## src/common/cpwm_pkg.sv

```systemverilog
// Constants and state layout of the 8-bit pulse-width compare module.
// Assumes an Avalon-MM master with a 32-bit data path and byte addresses.
package cpwm_pkg;

  // ****************************************************************
  // Register map and fields
  // ****************************************************************
  localparam logic [2:0] CTRL_IDX     = 3'h0;
  localparam logic [2:0] CMP_LOW_IDX  = 3'h1;
  localparam logic [2:0] DUTY_HI_IDX  = 3'h2;
  localparam logic [2:0] COUNTER_IDX  = 3'h3;
  localparam logic [2:0] STATUS_IDX   = 3'h4;
  localparam logic [2:0] MASK_IDX     = 3'h5;

  localparam int         CTRL_RUN_BIT = 0;
  localparam int         CTRL_CMP_EN  = 1;
  localparam int         CTRL_PWM     = 2;
  localparam int         CTRL_MFE     = 3;
  localparam int         CTRL_CLS_LO  = 4;
  localparam int         ST_EVENT_BIT = 0;
  localparam int         ST_OVF_BIT   = 1;

  localparam logic [1:0] CLS_8BIT     = 2'h0;
  localparam logic [7:0] CNT_MAX      = 8'hff;
  localparam logic [7:0] CNT_ONE      = 8'h01;
  localparam logic [7:0] BYTE_ZERO    = 8'h00;
  localparam int         PERIOD_CNT   = 256;

  // ****************************************************************
  // Types
  // ****************************************************************
  typedef struct packed {
    logic       run;
    logic       comparator_enable;
    logic       pulse_mode_select;
    logic       match_flag_enable;
    logic [1:0] cycle_length_select;
  } cpwm_ctrl_t;

  typedef struct packed {
    logic        read;
    logic        write;
    logic [4:0]  address;
    logic [3:0]  byteenable;
    logic [31:0] writedata;
  } cpwm_bus_req_t;

  typedef struct packed {
    cpwm_ctrl_t  ctrl;
    logic [7:0]  counter_low_byte;
    logic [7:0]  compare_low_byte;
    logic [7:0]  duty_reload_high_byte;
    logic        module_output_pin;
    logic [1:0]  status;
    logic [1:0]  mask;
    logic        irq;
    logic        ack;
    logic [31:0] rdata;
  } cpwm_state_t;

  localparam cpwm_state_t STATE_RESET = '0;

endpackage : cpwm_pkg

```

## src/rtl/cpwm_top.sv

```systemverilog
// 8-bit pulse-width compare module with its counter low byte and an
// Avalon-MM register slave; one clock, synchronous active-low reset.
// Assumes the master holds a request until waitrequest is seen low.
`timescale 1ns/10ps
module cpwm_top
  import cpwm_pkg::*;
#(
  parameter int ADDR_W = 5
)
(
  input  wire logic                REF_CLK_I,
  input  wire logic                RESET_N_I,
  input  wire logic [ADDR_W-1:0]   AVS_ADDRESS_I,
  input  wire logic                AVS_READ_I,
  input  wire logic                AVS_WRITE_I,
  input  wire logic [3:0]          AVS_BYTEENABLE_I,
  input  wire logic [31:0]         AVS_WRITEDATA_I,
  output logic      [31:0]         AVS_READDATA_O,
  output logic                     AVS_WAITREQUEST_O,
  output logic                     MODULE_OUTPUT_PIN_O,
  output logic                     IRQ_O
);
  import cpwm_pkg::*;

  // ****************************************************************
  // Parameter check
  // ****************************************************************
  if (ADDR_W < 5)
  begin : g_bad_addr
    $error("ADDR_W must be at least 5");
  end

  // ****************************************************************
  // Decoding helpers
  // ****************************************************************
  function automatic logic pwm8_active(input cpwm_ctrl_t c);
    pwm8_active = c.run && c.comparator_enable && c.pulse_mode_select &&
                  (c.cycle_length_select == CLS_8BIT);
  endfunction : pwm8_active

  function automatic logic [31:0] ctrl_word(input cpwm_ctrl_t c);
    ctrl_word = '0;
    ctrl_word[CTRL_RUN_BIT]            = c.run;
    ctrl_word[CTRL_CMP_EN]             = c.comparator_enable;
    ctrl_word[CTRL_PWM]                = c.pulse_mode_select;
    ctrl_word[CTRL_MFE]                = c.match_flag_enable;
    ctrl_word[CTRL_CLS_LO+1:CTRL_CLS_LO] = c.cycle_length_select;
  endfunction : ctrl_word

  // ****************************************************************
  // State
  // ****************************************************************
  cpwm_state_t   st_r;
  cpwm_state_t   st_nxt;
  cpwm_bus_req_t req;
  logic [2:0]    idx;
  logic          wr_go;
  logic          rd_go;
  logic          wr_lo;
  logic          wrap;
  logic          match;
  logic          ev_set;
  logic [1:0]    st_set;
  logic [1:0]    st_clr;

  assign req.read       = AVS_READ_I;
  assign req.write      = AVS_WRITE_I;
  assign req.address    = AVS_ADDRESS_I[4:0];
  assign req.byteenable = AVS_BYTEENABLE_I;
  assign req.writedata  = AVS_WRITEDATA_I;
  assign idx            = req.address[4:2];
  assign wr_go          = st_r.ack && req.write;
  assign rd_go          = st_r.ack && req.read;
  assign wr_lo          = wr_go && req.byteenable[0];
  assign wrap           = st_r.ctrl.run &&
                          (st_r.counter_low_byte == CNT_MAX);

  // ****************************************************************
  // Next state
  // ****************************************************************
  always_comb
  begin
    st_nxt = st_r;
    st_set = '0;
    st_clr = '0;
    match  = 1'b0;
    ev_set = 1'b0;

    // Bus handshake: one wait cycle, then one cycle with waitrequest low
    st_nxt.ack = (req.read || req.write) && !st_r.ack;
    if (st_nxt.ack && req.read)
    begin
      case (idx)
        CTRL_IDX:    st_nxt.rdata = ctrl_word(st_r.ctrl);
        CMP_LOW_IDX: st_nxt.rdata = {24'h0, st_r.compare_low_byte};
        DUTY_HI_IDX: st_nxt.rdata = {24'h0, st_r.duty_reload_high_byte};
        COUNTER_IDX: st_nxt.rdata = {24'h0, st_r.counter_low_byte};
        STATUS_IDX:  st_nxt.rdata = {30'h0, st_r.status};
        MASK_IDX:    st_nxt.rdata = {30'h0, st_r.mask};
        default:     st_nxt.rdata = '0;
      endcase
    end

    // Counter low byte
    if (st_r.ctrl.run)
    begin
      st_nxt.counter_low_byte = st_r.counter_low_byte + CNT_ONE;
    end

    // Overflow: reload and flag
    if (wrap)
    begin
      st_nxt.compare_low_byte = st_r.duty_reload_high_byte;
      st_set[ST_OVF_BIT]      = 1'b1;
    end

    // Register writes win over the hardware reload
    if (wr_lo)
    begin
      case (idx)
        CTRL_IDX:
        begin
          st_nxt.ctrl.run                 = req.writedata[CTRL_RUN_BIT];
          st_nxt.ctrl.comparator_enable   = req.writedata[CTRL_CMP_EN];
          st_nxt.ctrl.pulse_mode_select   = req.writedata[CTRL_PWM];
          st_nxt.ctrl.match_flag_enable   = req.writedata[CTRL_MFE];
          st_nxt.ctrl.cycle_length_select =
            req.writedata[CTRL_CLS_LO+1:CTRL_CLS_LO];
        end
        CMP_LOW_IDX:
        begin
          st_nxt.compare_low_byte       = req.writedata[7:0];
          st_nxt.ctrl.comparator_enable = 1'b0;
        end
        DUTY_HI_IDX:
        begin
          st_nxt.duty_reload_high_byte  = req.writedata[7:0];
          st_nxt.ctrl.comparator_enable = 1'b1;
        end
        MASK_IDX:    st_nxt.mask = req.writedata[1:0];
        default:     st_nxt.mask = st_r.mask;
      endcase
    end

    // Output: match sets, overflow clears, match wins for 100 percent
    match = pwm8_active(st_nxt.ctrl) &&
            (st_nxt.counter_low_byte == st_nxt.compare_low_byte);
    if (!pwm8_active(st_nxt.ctrl))
    begin
      st_nxt.module_output_pin = 1'b0;
    end
    else if (match)
    begin
      st_nxt.module_output_pin = 1'b1;
      ev_set = !st_r.module_output_pin;
    end
    else if (wrap)
    begin
      st_nxt.module_output_pin = 1'b0;
    end

    st_set[ST_EVENT_BIT] = ev_set && st_nxt.ctrl.match_flag_enable;

    // Status: read clears only reported bits, a new set wins
    if (rd_go && (idx == STATUS_IDX))
    begin
      st_clr = st_r.rdata[1:0];
    end
    st_nxt.status = (st_r.status & ~st_clr) | st_set;
    st_nxt.irq    = |(st_nxt.status & st_nxt.mask);
  end

  always_ff @(posedge REF_CLK_I)
  begin
    if (!RESET_N_I)
    begin
      st_r <= STATE_RESET;
    end
    else
    begin
      st_r <= st_nxt;
    end
  end

  assign AVS_READDATA_O      = st_r.rdata;
  assign AVS_WAITREQUEST_O   = !st_r.ack;
  assign MODULE_OUTPUT_PIN_O = st_r.module_output_pin;
  assign IRQ_O               = st_r.irq;

  logic       act_q;
  logic       out_q;
  logic       cen_q;
  logic       mfe_q;
  logic [7:0] cnt_q;
  logic [7:0] cmp_q;
  logic [7:0] dhi_q;
  logic       run_q;
  logic       ovf_q;
  logic       evt_q;
  assign act_q  = pwm8_active(st_r.ctrl);
  assign out_q  = st_r.module_output_pin;
  assign cen_q  = st_r.ctrl.comparator_enable;
  assign mfe_q  = st_r.ctrl.match_flag_enable;
  assign cnt_q  = st_r.counter_low_byte;
  assign cmp_q  = st_r.compare_low_byte;
  assign dhi_q  = st_r.duty_reload_high_byte;
  assign run_q  = st_r.ctrl.run;
  assign ovf_q  = st_r.status[ST_OVF_BIT];
  assign evt_q  = st_r.status[ST_EVENT_BIT];
endmodule : cpwm_top

```

## config.mk

```make
export PLATFORM = sky130hd
export DESIGN_NAME = cpwm_top
export DESIGN_NICKNAME = d
export VERILOG_FILES = /design/src/common/cpwm_pkg.sv /design/src/rtl/cpwm_top.sv
export SDC_FILE = /design/constraint.sdc
export NUM_CORES = 1
export LEC_CHECK = 0
export BUFFER_PORTS_ARGS = -buffer_cell sky130_fd_sc_hd__buf_4
export CAP_MARGIN = 10
export CORE_ASPECT_RATIO = 0.7
export CORE_UTILIZATION = 35
export DETAILED_ROUTE_END_ITERATION = 10
export PLACE_DENSITY = 0.69
export SYNTH_ARGS = -nofsm -noshare
export SYNTH_HDL_FRONTEND = slang
export SYNTH_SLANG_ARGS = --single-unit
```

## constraint.sdc

```tcl
create_clock -name REF_CLK_I -period 7.4 [get_ports REF_CLK_I]
set_clock_uncertainty 0.15 [all_clocks]
set_input_delay 2.22 -clock REF_CLK_I [delete_from_list [all_inputs] [get_ports REF_CLK_I]]
set_output_delay 2.22 -clock REF_CLK_I [all_outputs]
set_load 0.02 [all_outputs]
```

# After elaboration in Yosys (flattened, before gate mapping)
# Cells that the tools add are included.
[classes]
n_addsub = 1
eq_ne = 7
n_mux = 18
n_bitwise = 4
n_reduce_logical = 21
[op_table]
columns = ["cell", "n"]
rows = [
  ["one-hot mux 8 bit (6 select lines)", 1],
  ["2-to-1 mux 8 bit", 4],
  ["2-to-1 mux 16 bit", 1],
  ["logical AND 1 bit", 12],
  ["adder 8 x 1 -> 8 bit (second input constant)", 1],
  ["== test 8 bit", 1],
  ["== test 8 bit (second input constant)", 1],
  ["== test 3 x 2 -> 1 bit (second input constant)", 2],
  ["== test 3 bit (second input constant)", 2],
  ["2-to-1 mux 1 bit", 6],
  ["2-to-1 mux 2 bit", 3],
  ["2-to-1 mux 6 bit", 1],
  ["AND 2 bit", 2],
  ["2-to-1 mux 4 bit", 1],
  ["AND reduction 2 bit", 2],
  ["== test 3 x 1 -> 1 bit (second input constant)", 1],
  ["zero test 3 bit", 1],
  ["one-hot mux 1 bit (3 select lines)", 1],
  ["zero test 1 bit", 2],
  ["zero test 2 bit", 1],
  ["NOT 2 bit", 1],
  ["bitwise OR 2 bit", 1],
  ["nonzero test 2 bit", 1],
  ["OR reduction 2 bit", 1],
  ["logical OR 1 bit", 1],
]
[word_totals]
reg_bits = 69
in_bits = 45
out_inout_bits = 35
elab_cells = 65

# Longest topological paths before layout
# Gate-level depths: netlist of run 1.
[depth]
ltp_word = 13
ltp_mapped = 9

# Worst setup path after synthesis of run 1
# OpenSTA, ideal clock, no wires.
[synth_timing]
path_type = "in2reg"
from = "input AVS_ADDRESS_I[3]"
to = "register st_r (netlist bit IRQ_O)"
setup_ns = 0.096
arrival_time_ns = 3.685
setup_slack_ns = 3.470
stages = 9
path_buffers = 2
cell_sequence = "buf_6 > nand2b_1 > buf_2 > nor2_2 > nor2_1 > a211oi_1 > nand4_1 > or2_0 > o41ai_2"
[synth_between]
elab_chain_len = 13
word_cells_on_any_way = 29
[synth_rtl]
columns = ["element", "line_no", "source"]
rows = [
  ["from (decl)", "cpwm_top.sv:13", "input wire logic [ADDR_W-1:0] AVS_ADDRESS_I,"],
  ["== test 3 x 2 -> 1 bit, or another cell as far along", "cpwm_top.sv:120", "case (idx)"],
  ["one-hot mux 1 bit (3 select lines) / 2-to-1 mux 1 bit (equally long branches)", "cpwm_top.sv:120", ""],
  ["2-to-1 mux 6 bit", "cpwm_top.sv:118", "if (wr_lo)"],
  ["logical AND 1 bit (3 in series)", "cpwm_top.sv:37", "pwm8_active = c.run && c.comparator_enable && c.pulse_mode_select &&"],
  ["logical AND 1 bit", "cpwm_top.sv:146", "match = pwm8_active(st_nxt.ctrl) &&"],
  ["2-to-1 mux 1 bit", "cpwm_top.sv:152", "else if (match)"],
  ["2-to-1 mux 1 bit", "cpwm_top.sv:148", "if (!pwm8_active(st_nxt.ctrl))"],
  ["logical AND 1 bit", "cpwm_top.sv:162", "st_set[ST_EVENT_BIT] = ev_set && st_nxt.ctrl.match_flag_enable;"],
  ["bitwise OR 2 bit", "cpwm_top.sv:169", "st_nxt.status = (st_r.status & ~st_clr) | st_set;"],
  ["AND 2 bit (*)", "cpwm_top.sv:170", "st_nxt.irq = |(st_nxt.status & st_nxt.mask);"],
  ["OR reduction 2 bit (*)", "cpwm_top.sv:170", ""],
  ["to (signal assigned)", "cpwm_top.sv:181", "st_r <= st_nxt;"],
  ["to (decl)", "cpwm_top.sv:53", "cpwm_state_t st_r;"],
]
# Every way passes the cells marked *; elsewhere a longest branch is shown, timed or not.
# A chain may end at the register's enable or synchronous reset.

# Final worst setup path of run 1
[layout_timing]
from = "input AVS_ADDRESS_I[2]"
to = "register st_r (netlist bit IRQ_O)"
# The elaborated chain is that of the path after synthesis.

==> results of run 1 <==
[where the power goes]
group          switching, uW  internal (uW)
sequential              1.59            244
combinational           32.6           15.8
clock                   90.2            124
total                    124            384
[path summary, 6_finish.rpt]
check                                             end             startpoint  slack (ns)  cells after the start
worst max register to register       IRQ_O$_SDFF_PN0_    cnt_q[0]$_SDFF_PN0_        4.46                      8
worst min register to register  dhi_q[1]$_SDFFE_PN0P_  dhi_q[1]$_SDFFE_PN0P_        0.39                      2
worst max-delay path                 IRQ_O$_SDFF_PN0_       AVS_ADDRESS_I[2]        3.13                      8
worst min-delay path            dhi_q[1]$_SDFFE_PN0P_  dhi_q[1]$_SDFFE_PN0P_        0.39                      2
[cell usage after synthesis, types with 6 or more instances]
| master | count |
|---|---|
| clkbuf_1 | 6 |
| dfxtp_1 | 45 |
| nor2_1 | 12 |
| nand3_1 | 6 |
| a21oi_1 | 6 |
| o21ai_0 | 12 |
| a22oi_1 | 7 |
| xnor2_1 | 9 |
| mux2i_1 | 19 |
| nor2b_1 | 29 |
| buf_4 | 35 |
| nand2_1 | 14 |
| nor3_1 | 8 |
| and2_1 | 11 |
| inv_1 | 7 |
[worst register-to-register path, stage by stage (launching register included)]
cell and delay (ns):
dfxtp_1 0.49, ha_1 0.37, nand4_2 0.33, o21ai_1 0.33
a311oi_1 0.16, a211oi_1 0.26, nand4_1 0.24, or2_0 0.27
o41ai_2 0.26
[stage by stage]
| step | instance area [sq um] | setup slack [ns] |
|---|---|---|
| after floorplan | 2890 | 3.47 |
| after global placement | 2860 | 2.90 |
| after detailed placement | 2860 | 2.90 |
| after CTS | 3000 | 3.18 |
| after global routing | 3000 | 2.97 |
| final | 3000 | 3.13 |
[metal layers]
metal | wire length, microns | share of wire, %
met4 | 14 | 0.21
met1 | 3220 | 48
met2 | 2830 | 42
met3 | 608 | 9.1
met5 | 0 | 0
[area by class of cell]
type,count,area share (%)
Timing Repair Buffer,26,6.51
Tap cell,98,4.09
Inverter,7,0.876
Sequential cell,45,30.0
Clock inverter,2,0.334
Clock buffer,6,4.30
Multi-Input combinational cell,229,53.9
[cell families after synthesis]
| family | after synthesis | synth area share (%) |
|---|---|---|
| AO/OA/AOI/OAI | 59 | 15.0 |
| XOR/XNOR | 11 | 3.44 |
| adder cells (fa/ha/maj) | 1 | 0.447 |
| buffers and inverters | 56 | 13.2 |
| flip-flops | 45 | 32.2 |
| multiplexers | 27 | 12.4 |
| other | 1 | 0.134 |
| AND/OR/NAND/NOR | 107 | 23.2 |
[state kept, by name, summed over array words and instances, names as in the netlist]
signal / cells
st_r: 6
run_q: 1
MODULE_OUTPUT_PIN_O: 1
cen_q: 1
cnt_q: 8
AVS_READDATA_O: 8
ovf_q: 1
dhi_q: 8
cmp_q: 8
IRQ_O: 1
mfe_q: 1
evt_q: 1
==> results.sh, run 1 <==
export IMPL_die_height_microns=76.8
export IMPL_num_fill_cells=743
export IMPL_cts_htree_levels=2
export IMPL_path_clk_slew_ns=0.06
export IMPL_layout_nets=360
export IMPL_diodes=0
export IMPL_yosysWarnings=0
export IMPL_rsz0062_at_grt="false"
export IMPL_finalHoldViolCount=0
export IMPL_synthArstFlopShare_pct=0
export IMPL_synth_top_area_share_pct=32.2
export IMPL_clock_path_buffers=2
export IMPL_chipWidth_microns=109
export IMPL_drt_iter0_drc=244
export IMPL_grt_pass1_vias=2009
export IMPL_rows=26
export IMPL_cp_buffers_inverters=1
export IMPL_grtUsageMet2_pct=23.1
export IMPL_dp_cells=405
export IMPL_slew_headroom_pct=56.2
export IMPL_cts_buffers=5
export IMPL_cts_resized_gates=0
export IMPL_multi_input_area_sq_um=1620
export IMPL_wl_per_cell_microns=16.2
export IMPL_tightest_slew_ns=0.656
export IMPL_grtUsageMet1_pct=25.2
export IMPL_hpwl_mm=4.83
export IMPL_maxCapViolCount=0
export IMPL_worstSetupEndpointType="register"
export IMPL_antenna_found_initial=0
export IMPL_ys_ff_latch=45
export IMPL_cts_root_buf="clkbuf_16"
export IMPL_core_sq_um=7510
export IMPL_cp_start_kind="input pin"
export IMPL_drive_gt1_share_pct=17.5
export IMPL_status="finished, final reports clean"
export IMPL_total_power_uw=508
export IMPL_numPortBuffers=26
export IMPL_wirelength_mm=6.67
export IMPL_netlist_area_sq_um=2800
export IMPL_final_common_cell="dfxtp_1"
export IMPL_grt_busiest_layer="met1"
export IMPL_fin_worst_hold_slack_ns=0.385
export IMPL_dr_pass1_iters=4
export IMPL_worstPathRequired_ns=7.44
export IMPL_cts_tree="done"
export IMPL_postCtsHoldBufs=0
export IMPL_critical_path_class="input pin to register"
export IMPL_num_vias=2212
export IMPL_grt_max_degree=45
export IMPL_max_stage_delay_ns=0.36
export IMPL_postSynthCellCount=307
export IMPL_grtUsageTotal_pct=16.6
export IMPL_clock_fmax_mhz=234
export IMPL_cp_cell_sequence="buf_4 -> nand2b_1 -> nor2_2 -> nor2_1 -> a211oi_1 -> nand4_1 -> or2_0 -> o41ai_2"
export IMPL_synthTopCellsByArea="dfxtp_1 (32%), buf_4 (9.4%), mux2i_1 (6.8%), nor2b_1 (6.5%), mux4_2 (4.0%)"
export IMPL_yosys_area_top_type="dfxtp_1"
export IMPL_start_util_pct=37.3
export IMPL_grt_pass1_wl_mm=10.7
export IMPL_vias_per_cell=5.36
export IMPL_synth_area_per_cell_sq_um=9.12
export IMPL_setup_tns_ns=0
export IMPL_cp_data_arrival_time_ns=4.31
export IMPL_max_vdd_ir_drop_mv=0.102
export IMPL_finish_utilization_pct=39.9
export IMPL_cp_top_family="simple AND/OR/NAND/NOR gates"
export IMPL_setup_violations=0
export IMPL_num_io_pins=80
export IMPL_synth_seq_area_share_pct=32.2
export IMPL_maxSlewViolCount=0
export IMPL_cts_sinks=45
export IMPL_slowest_stage="nor2_2"
export IMPL_hold_class="register to register"
export IMPL_syn2layout_area_growth_pct=7.15
export IMPL_drcViolationCount=0
export IMPL_overflow=0
export IMPL_synth_edf_count=0
export IMPL_clock_latency_ns=0.28
export IMPL_cp_max_fo=19
export IMPL_synth_flop_cell="dfxtp_1"
export IMPL_final_cell_mix="dfxtp_1 (45), nor2b_1 (29), buf_4 (26)"
export IMPL_dieArea_sq_um=8370
export IMPL_synth_cell_types=54
export IMPL_fin_crit_ns=4.27
export IMPL_leakage_uw=0.00112
export IMPL_post_cts_buffers=0
export IMPL_place_gp_congestion=0.870
export IMPL_grt_util_met3_pct=5.44
export IMPL_period_share_pct=57.7
export IMPL_regArea_sq_um=901
export IMPL_p_per_area_nw_per_um2=169
export IMPL_final_cells=413
export IMPL_drtAntennaViolNets=0
Note: power is estimated with default switching activity, not from simulation.
==> run 2, diff against run 1 <==
==> constraint.sdc (replaced) <==
create_clock -name REF_CLK_I -period 4.3 [get_ports REF_CLK_I]
set_clock_uncertainty 0.15 [all_clocks]
set_input_delay 1.29 -clock REF_CLK_I [delete_from_list [all_inputs] [get_ports REF_CLK_I]]
set_output_delay 1.29 -clock REF_CLK_I [all_outputs]
set_load 0.02 [all_outputs]
==> results.sh, run 2 (synthesis gave the netlist of run 1 again) <==
export IMPL_status="finished, final reports clean"
export IMPL_dieArea_sq_um=8370
export IMPL_drtAntennaViolNets=0
export IMPL_antenna_found_initial=0
export IMPL_grt_pass1_vias=2024
export IMPL_fin_crit_ns=3.39
export IMPL_power_frac_seq_pct=49.0
export IMPL_r2r_cells=8
export IMPL_finalHoldViolCount=0
export IMPL_numPortBuffers=26
export IMPL_p_per_area_nw_per_um2=288
export IMPL_maxCapViolCount=0
export IMPL_vias_per_cell=5.38
export IMPL_overflow=0
export IMPL_wirelength_mm=6.72
export IMPL_path_clk_slew_ns=0.06
export IMPL_max_vdd_ir_drop_mv=0.139
export IMPL_cp_top_family="simple AND/OR/NAND/NOR gates"
export IMPL_core_sq_um=7510
export IMPL_start_util_pct=37.3
export IMPL_rows=26
export IMPL_layout_nets=360
export IMPL_r2r_slack_ns=1.34
export IMPL_postCtsHoldBufs=0
export IMPL_startpoint="AVS_ADDRESS_I[4]"
export IMPL_cts_resized_gates=0
export IMPL_regArea_sq_um=901
export IMPL_clock_latency_ns=0.28
export IMPL_chipWidth_microns=109
export IMPL_regToRegStartpoint="cnt_q[0]$_SDFF_PN0_"
export IMPL_cts_tree="done"
export IMPL_pwr_share_clk_pct=41.3
export IMPL_hold_class="register to register"
export IMPL_cts_htree_levels=2
export IMPL_r2r_end="IRQ_O$_SDFF_PN0_"
export IMPL_final_cells=411
export IMPL_grtUsageTotal_pct=16.5
export IMPL_final_common_cell="dfxtp_1"
export IMPL_dpl_cell_area_sq_um=2860
export IMPL_cp_start_kind="input pin"
export IMPL_slew_headroom_pct=55.3
export IMPL_switching_share_pct=24.1
export IMPL_grt_pass1_wl_mm=10.8
export IMPL_fin_worst_hold_slack_ns=0.390
export IMPL_rsz0062_at_grt="false"
export IMPL_cts_root_buf="clkbuf_16"
export IMPL_cts_sinks=45
export IMPL_drive_gt1_share_pct=17.3
export IMPL_grt_max_degree=45
export IMPL_cp_max_fo=13
export IMPL_drcViolationCount=0
export IMPL_cts_buffers=5
export IMPL_syn2layout_area_growth_pct=6.84
export IMPL_drt_iter0_drc=264
export IMPL_dp_cells=405
export IMPL_combPwrFrac_pct=9.7
export IMPL_maxSlewViolCount=0
export IMPL_tightest_slew_ns=0.671
export IMPL_cp_data_arrival_time_ns=3.43
export IMPL_slowest_stage="nand2b_2"
export IMPL_diodes=0
export IMPL_worstSetupEndpointType="register"
export IMPL_die_height_microns=76.8
export IMPL_clock_fmax_mhz=295
export IMPL_wl_per_cell_microns=16.4
export IMPL_setup_violations=0
export IMPL_cp_num_cells=8
export IMPL_period_share_pct=78.9
export IMPL_post_cts_buffers=0
export IMPL_place_gp_congestion=0.879
export IMPL_critical_path_class="input pin to register"
export IMPL_design_area_sq_um=2990
export IMPL_endpoint="IRQ_O$_SDFF_PN0_"
export IMPL_cp_buffers_inverters=1
export IMPL_leakage_uw=0.00111
export IMPL_clock_path_buffers=2
export IMPL_num_fill_cells=758
export IMPL_total_power_uw=863
export IMPL_p_int_uw=655
export IMPL_num_vias=2211
export IMPL_switchingPower_uw=208
export IMPL_num_io_pins=80
export IMPL_cp_cell_sequence="buf_4 -> nand4b_4 -> nand2b_2 -> a31oi_2 -> xor2_1 -> nand4_1 -> or2_0 -> o41ai_2"
export IMPL_max_stage_delay_ns=0.44
export IMPL_multi_input_area_sq_um=1620
export IMPL_dr_pass1_iters=5
export IMPL_worstPathRequired_ns=4.33
export IMPL_final_cell_mix="dfxtp_1 (45), nor2b_1 (29), buf_4 (26)"
export IMPL_setup_tns_ns=0
export IMPL_hpwl_mm=4.81
==> run 2: routing by layer <==
metal | track usage (%) | routed length, microns
met3 | 4.93 | 578
met4 | 2.16 | 58
met2 | 23.3 | 2680
met1 | 24.8 | 3400
met5 | 0 | 0
==> run 2: per-stage QoR <==
step,util [%],setup slack [ns]
finish,39.8,0.906
global route,39.8,0.736
CTS,39.8,0.950
detailed placement,38.1,0.680
global placement,38.1,0.732
floorplan,-,1.30
==> run 2: power by group through the flow <==
stage	registers [uW]	clock network [uW]	logic, uW
after floorplan	431	0	75.5
after global placement	432	0	81.7
after detailed placement	432	0	82.4
after CTS	423	362	82.8
after global routing	423	384	90.5
final	423	356	83.8
==> run 2: final cells by class <==
| type | count | share of cell area, % |
|---|---|---|
| inverter | 7 | 0.878 |
| multi-input combinational | 229 | 54.0 |
| clock buffer | 5 | 4.18 |
| clock inverter | 1 | 0.167 |
| sequential | 45 | 30.1 |
| timing repair buffer | 26 | 6.52 |
| tap | 98 | 4.10 |
==> run 2: worst min-delay path by stage <==
| stage | from | endpoint | slack (ns) | depth (start not counted) |
|---|---|---|---|---|
| 6_report | dhi_q[4]$_SDFFE_PN0P_ | dhi_q[4]$_SDFFE_PN0P_ | 0.39 | 2 |
| 5_1_grt | dhi_q[1]$_SDFFE_PN0P_ | dhi_q[1]$_SDFFE_PN0P_ | 0.41 | 2 |
| 4_1_cts | dhi_q[4]$_SDFFE_PN0P_ | dhi_q[4]$_SDFFE_PN0P_ | 0.39 | 2 |
| 3_5_place_dp | dhi_q[7]$_SDFFE_PN0P_ | dhi_q[7]$_SDFFE_PN0P_ | 0.38 | 2 |
| 3_3_place_gp | AVS_READDATA_O[5]$_SDFFE_PN0P_ | AVS_READDATA_O[5]$_SDFFE_PN0P_ | 0.37 | 2 |
| 2_1_floorplan | st_r[66]$_SDFF_PN0_ | st_r[66]$_SDFF_PN0_ | 0.34 | 2 |
==> run 2: worst register-to-register path: stages (launching register included) <==
cell and delay [ns]:
dfxtp_1 0.51, ha_1 0.38, nand4_2 0.32, o21ai_1 0.34, a311oi_1 0.17, a211oi_1 0.24, nand4_1 0.23, or2_0 0.27
o41ai_2 0.26
==> run 3, diff against run 2 <==
--- a/config.mk
+++ b/config.mk
@@ -10,7 +10,7 @@
 export CORE_ASPECT_RATIO = 0.7
 export CORE_UTILIZATION = 35
 export DETAILED_ROUTE_END_ITERATION = 10
-export PLACE_DENSITY = 0.69
+export PLACE_DENSITY = 0.71
 export SYNTH_ARGS = -nofsm -noshare
 export SYNTH_HDL_FRONTEND = slang
 export SYNTH_SLANG_ARGS = --single-unit
==> constraint.sdc (replaced) <==
create_clock -name REF_CLK_I -period 3.1 [get_ports REF_CLK_I]
set_clock_uncertainty 0.15 [all_clocks]
set_input_delay 0.93 -clock REF_CLK_I [delete_from_list [all_inputs] [get_ports REF_CLK_I]]
set_output_delay 0.93 -clock REF_CLK_I [all_outputs]
set_load 0.02 [all_outputs]
==> results.sh, run 3 (synthesis gave the netlist of run 1 again) <==
export IMPL_drive_gt1_share_pct=20.3
export IMPL_regArea_sq_um=901
export IMPL_cp_max_fo=8
export IMPL_finish_utilization_pct=41.6
export IMPL_worstPathRequired_ns=3.14
export IMPL_post_cts_buffers=0
export IMPL_start_util_pct=37.3
export IMPL_num_fill_cells=727
export IMPL_num_io_pins=80
export IMPL_status="finished, final reports clean"
export IMPL_hold_class="register to register"
export IMPL_grt_pass1_wl_mm=11.0
export IMPL_chipWidth_microns=109
export IMPL_dpl_cell_area_sq_um=2940
export IMPL_power_frac_seq_pct=41.9
export IMPL_final_cells=423
export IMPL_grt_busiest_layer="met2"
export IMPL_r2r_cells=8
export IMPL_cts_buffers=5
export IMPL_dr_pass1_iters=5
export IMPL_syn2layout_area_growth_pct=11.7
export IMPL_combPwrFrac_pct=8.7
export IMPL_place_gp_congestion=0.883
export IMPL_critical_path_class="input pin to register"
export IMPL_wirelength_mm=6.85
export IMPL_grt_pass1_vias=2147
export IMPL_clock_latency_ns=0.29
export IMPL_switchingPower_uw=314
export IMPL_grtUsageMet2_pct=24.8
export IMPL_grtUsageMet1_pct=24.5
export IMPL_dp_cells=415
export IMPL_drt_iter0_drc=157
export IMPL_setup_tns_ns=0
export IMPL_antenna_found_initial=0
export IMPL_die_height_microns=76.8
export IMPL_cts_resized_gates=0
export IMPL_overflow=0
export IMPL_total_power_uw=1400
export IMPL_grt_max_degree=45
export IMPL_pwr_share_clk_pct=49.4
export IMPL_cp_start_kind="input pin"
export IMPL_final_cell_mix="dfxtp_1 (45), buf_4 (36), nor2b_1 (29)"
export IMPL_clock_fmax_mhz=363
export IMPL_period_share_pct=88.8
export IMPL_vias_per_cell=5.32
export IMPL_hpwl_mm=5.11
export IMPL_dieArea_sq_um=8370
export IMPL_numPortBuffers=26
export IMPL_cts_tree="done"
export IMPL_rsz0062_at_grt="false"
export IMPL_leakage_uw=0.00119
export IMPL_cts_htree_levels=2
export IMPL_core_sq_um=7510
export IMPL_switching_share_pct=22.4
export IMPL_finalHoldViolCount=0
export IMPL_rows=26
export IMPL_layout_nets=370
export IMPL_clock_path_buffers=2
export IMPL_worstSetupEndpointType="register"
export IMPL_grtUsageTotal_pct=17.2
export IMPL_p_int_uw=1080
export IMPL_design_area_sq_um=3130
export IMPL_maxCapViolCount=0
export IMPL_wl_per_cell_microns=16.2
export IMPL_fin_crit_ns=2.75
export IMPL_multi_input_area_sq_um=1620
export IMPL_drtAntennaViolNets=0
export IMPL_whs_path_depth=2
export IMPL_path_clk_slew_ns=0.07
export IMPL_postCtsHoldBufs=0
export IMPL_max_vdd_ir_drop_mv=0.184
export IMPL_final_common_cell="dfxtp_1"
export IMPL_diodes=0
export IMPL_setup_violations=0
export IMPL_grt_util_met3_pct=5.36
export IMPL_cp_data_arrival_time_ns=2.80
export IMPL_maxSlewViolCount=0
export IMPL_p_per_area_nw_per_um2=447
export IMPL_num_vias=2251
export IMPL_cts_root_buf="clkbuf_16"
export IMPL_drcViolationCount=0
export IMPL_cts_sinks=45
==> run 3: changes by cell type in the layout (fill, tap and decap cells not counted), sizes merged <==
cell,delta
bufinv,+2
buf,+10
==> run 3: cell type report <==
type / count / share of cell area (%)
tap: 98 / 3.92
timing repair buffer: 36 / 8.64
multi-input combinational: 229 / 51.7
clock buffer: 5 / 4.00
clock inverter: 3 / 2.08
sequential: 45 / 28.8
inverter: 7 / 0.840
==> run 3: per-stage QoR <==
step | hold WS (ns) | setup slack, ns
final | 0.394 | 0.347
after global routing | 0.421 | 0.209
after CTS | 0.394 | 0.392
after detailed placement | 0.384 | 0.104
after global placement | 0.363 | 0.160
after floorplan | 0.343 | 0.460
==> run 3: power by group through the flow <==
stage	Clock (uW)	Combinational [uW]	Sequential, uW
finish	690	121	586
global route	730	131	586
CTS	701	120	586
detailed placement	0	120	599
global placement	0	117	599
floorplan	0	105	598
==> run 3: worst paths after layout <==
check / from / endpoint / slack [ns]
max: AVS_ADDRESS_I[4] / IRQ_O$_SDFF_PN0_ / 0.35
max reg2reg: cnt_q[0]$_SDFF_PN0_ / evt_q$_SDFF_PN0_ / 0.38
min reg2reg: st_r[35]$_SDFF_PN0_ / st_r[35]$_SDFF_PN0_ / 0.39
min: st_r[35]$_SDFF_PN0_ / st_r[35]$_SDFF_PN0_ / 0.39
==> run 3: layer usage <==
metal,wire (microns),vias to the layer above
met5,0,-
met4,31,0
met3,758,6
met2,2800,105
met1,3260,1070
li1,-,1070
==> run 3: critical path, stage by stage <==
cell and delay [ns]:
buf_4 0.14, nand4b_4 0.21, buf_4 0.21, nor3_1 0.26
a31oi_2 0.09, xor2_1 0.18, nand4_1 0.21, or2_0 0.27
o41ai_2 0.29
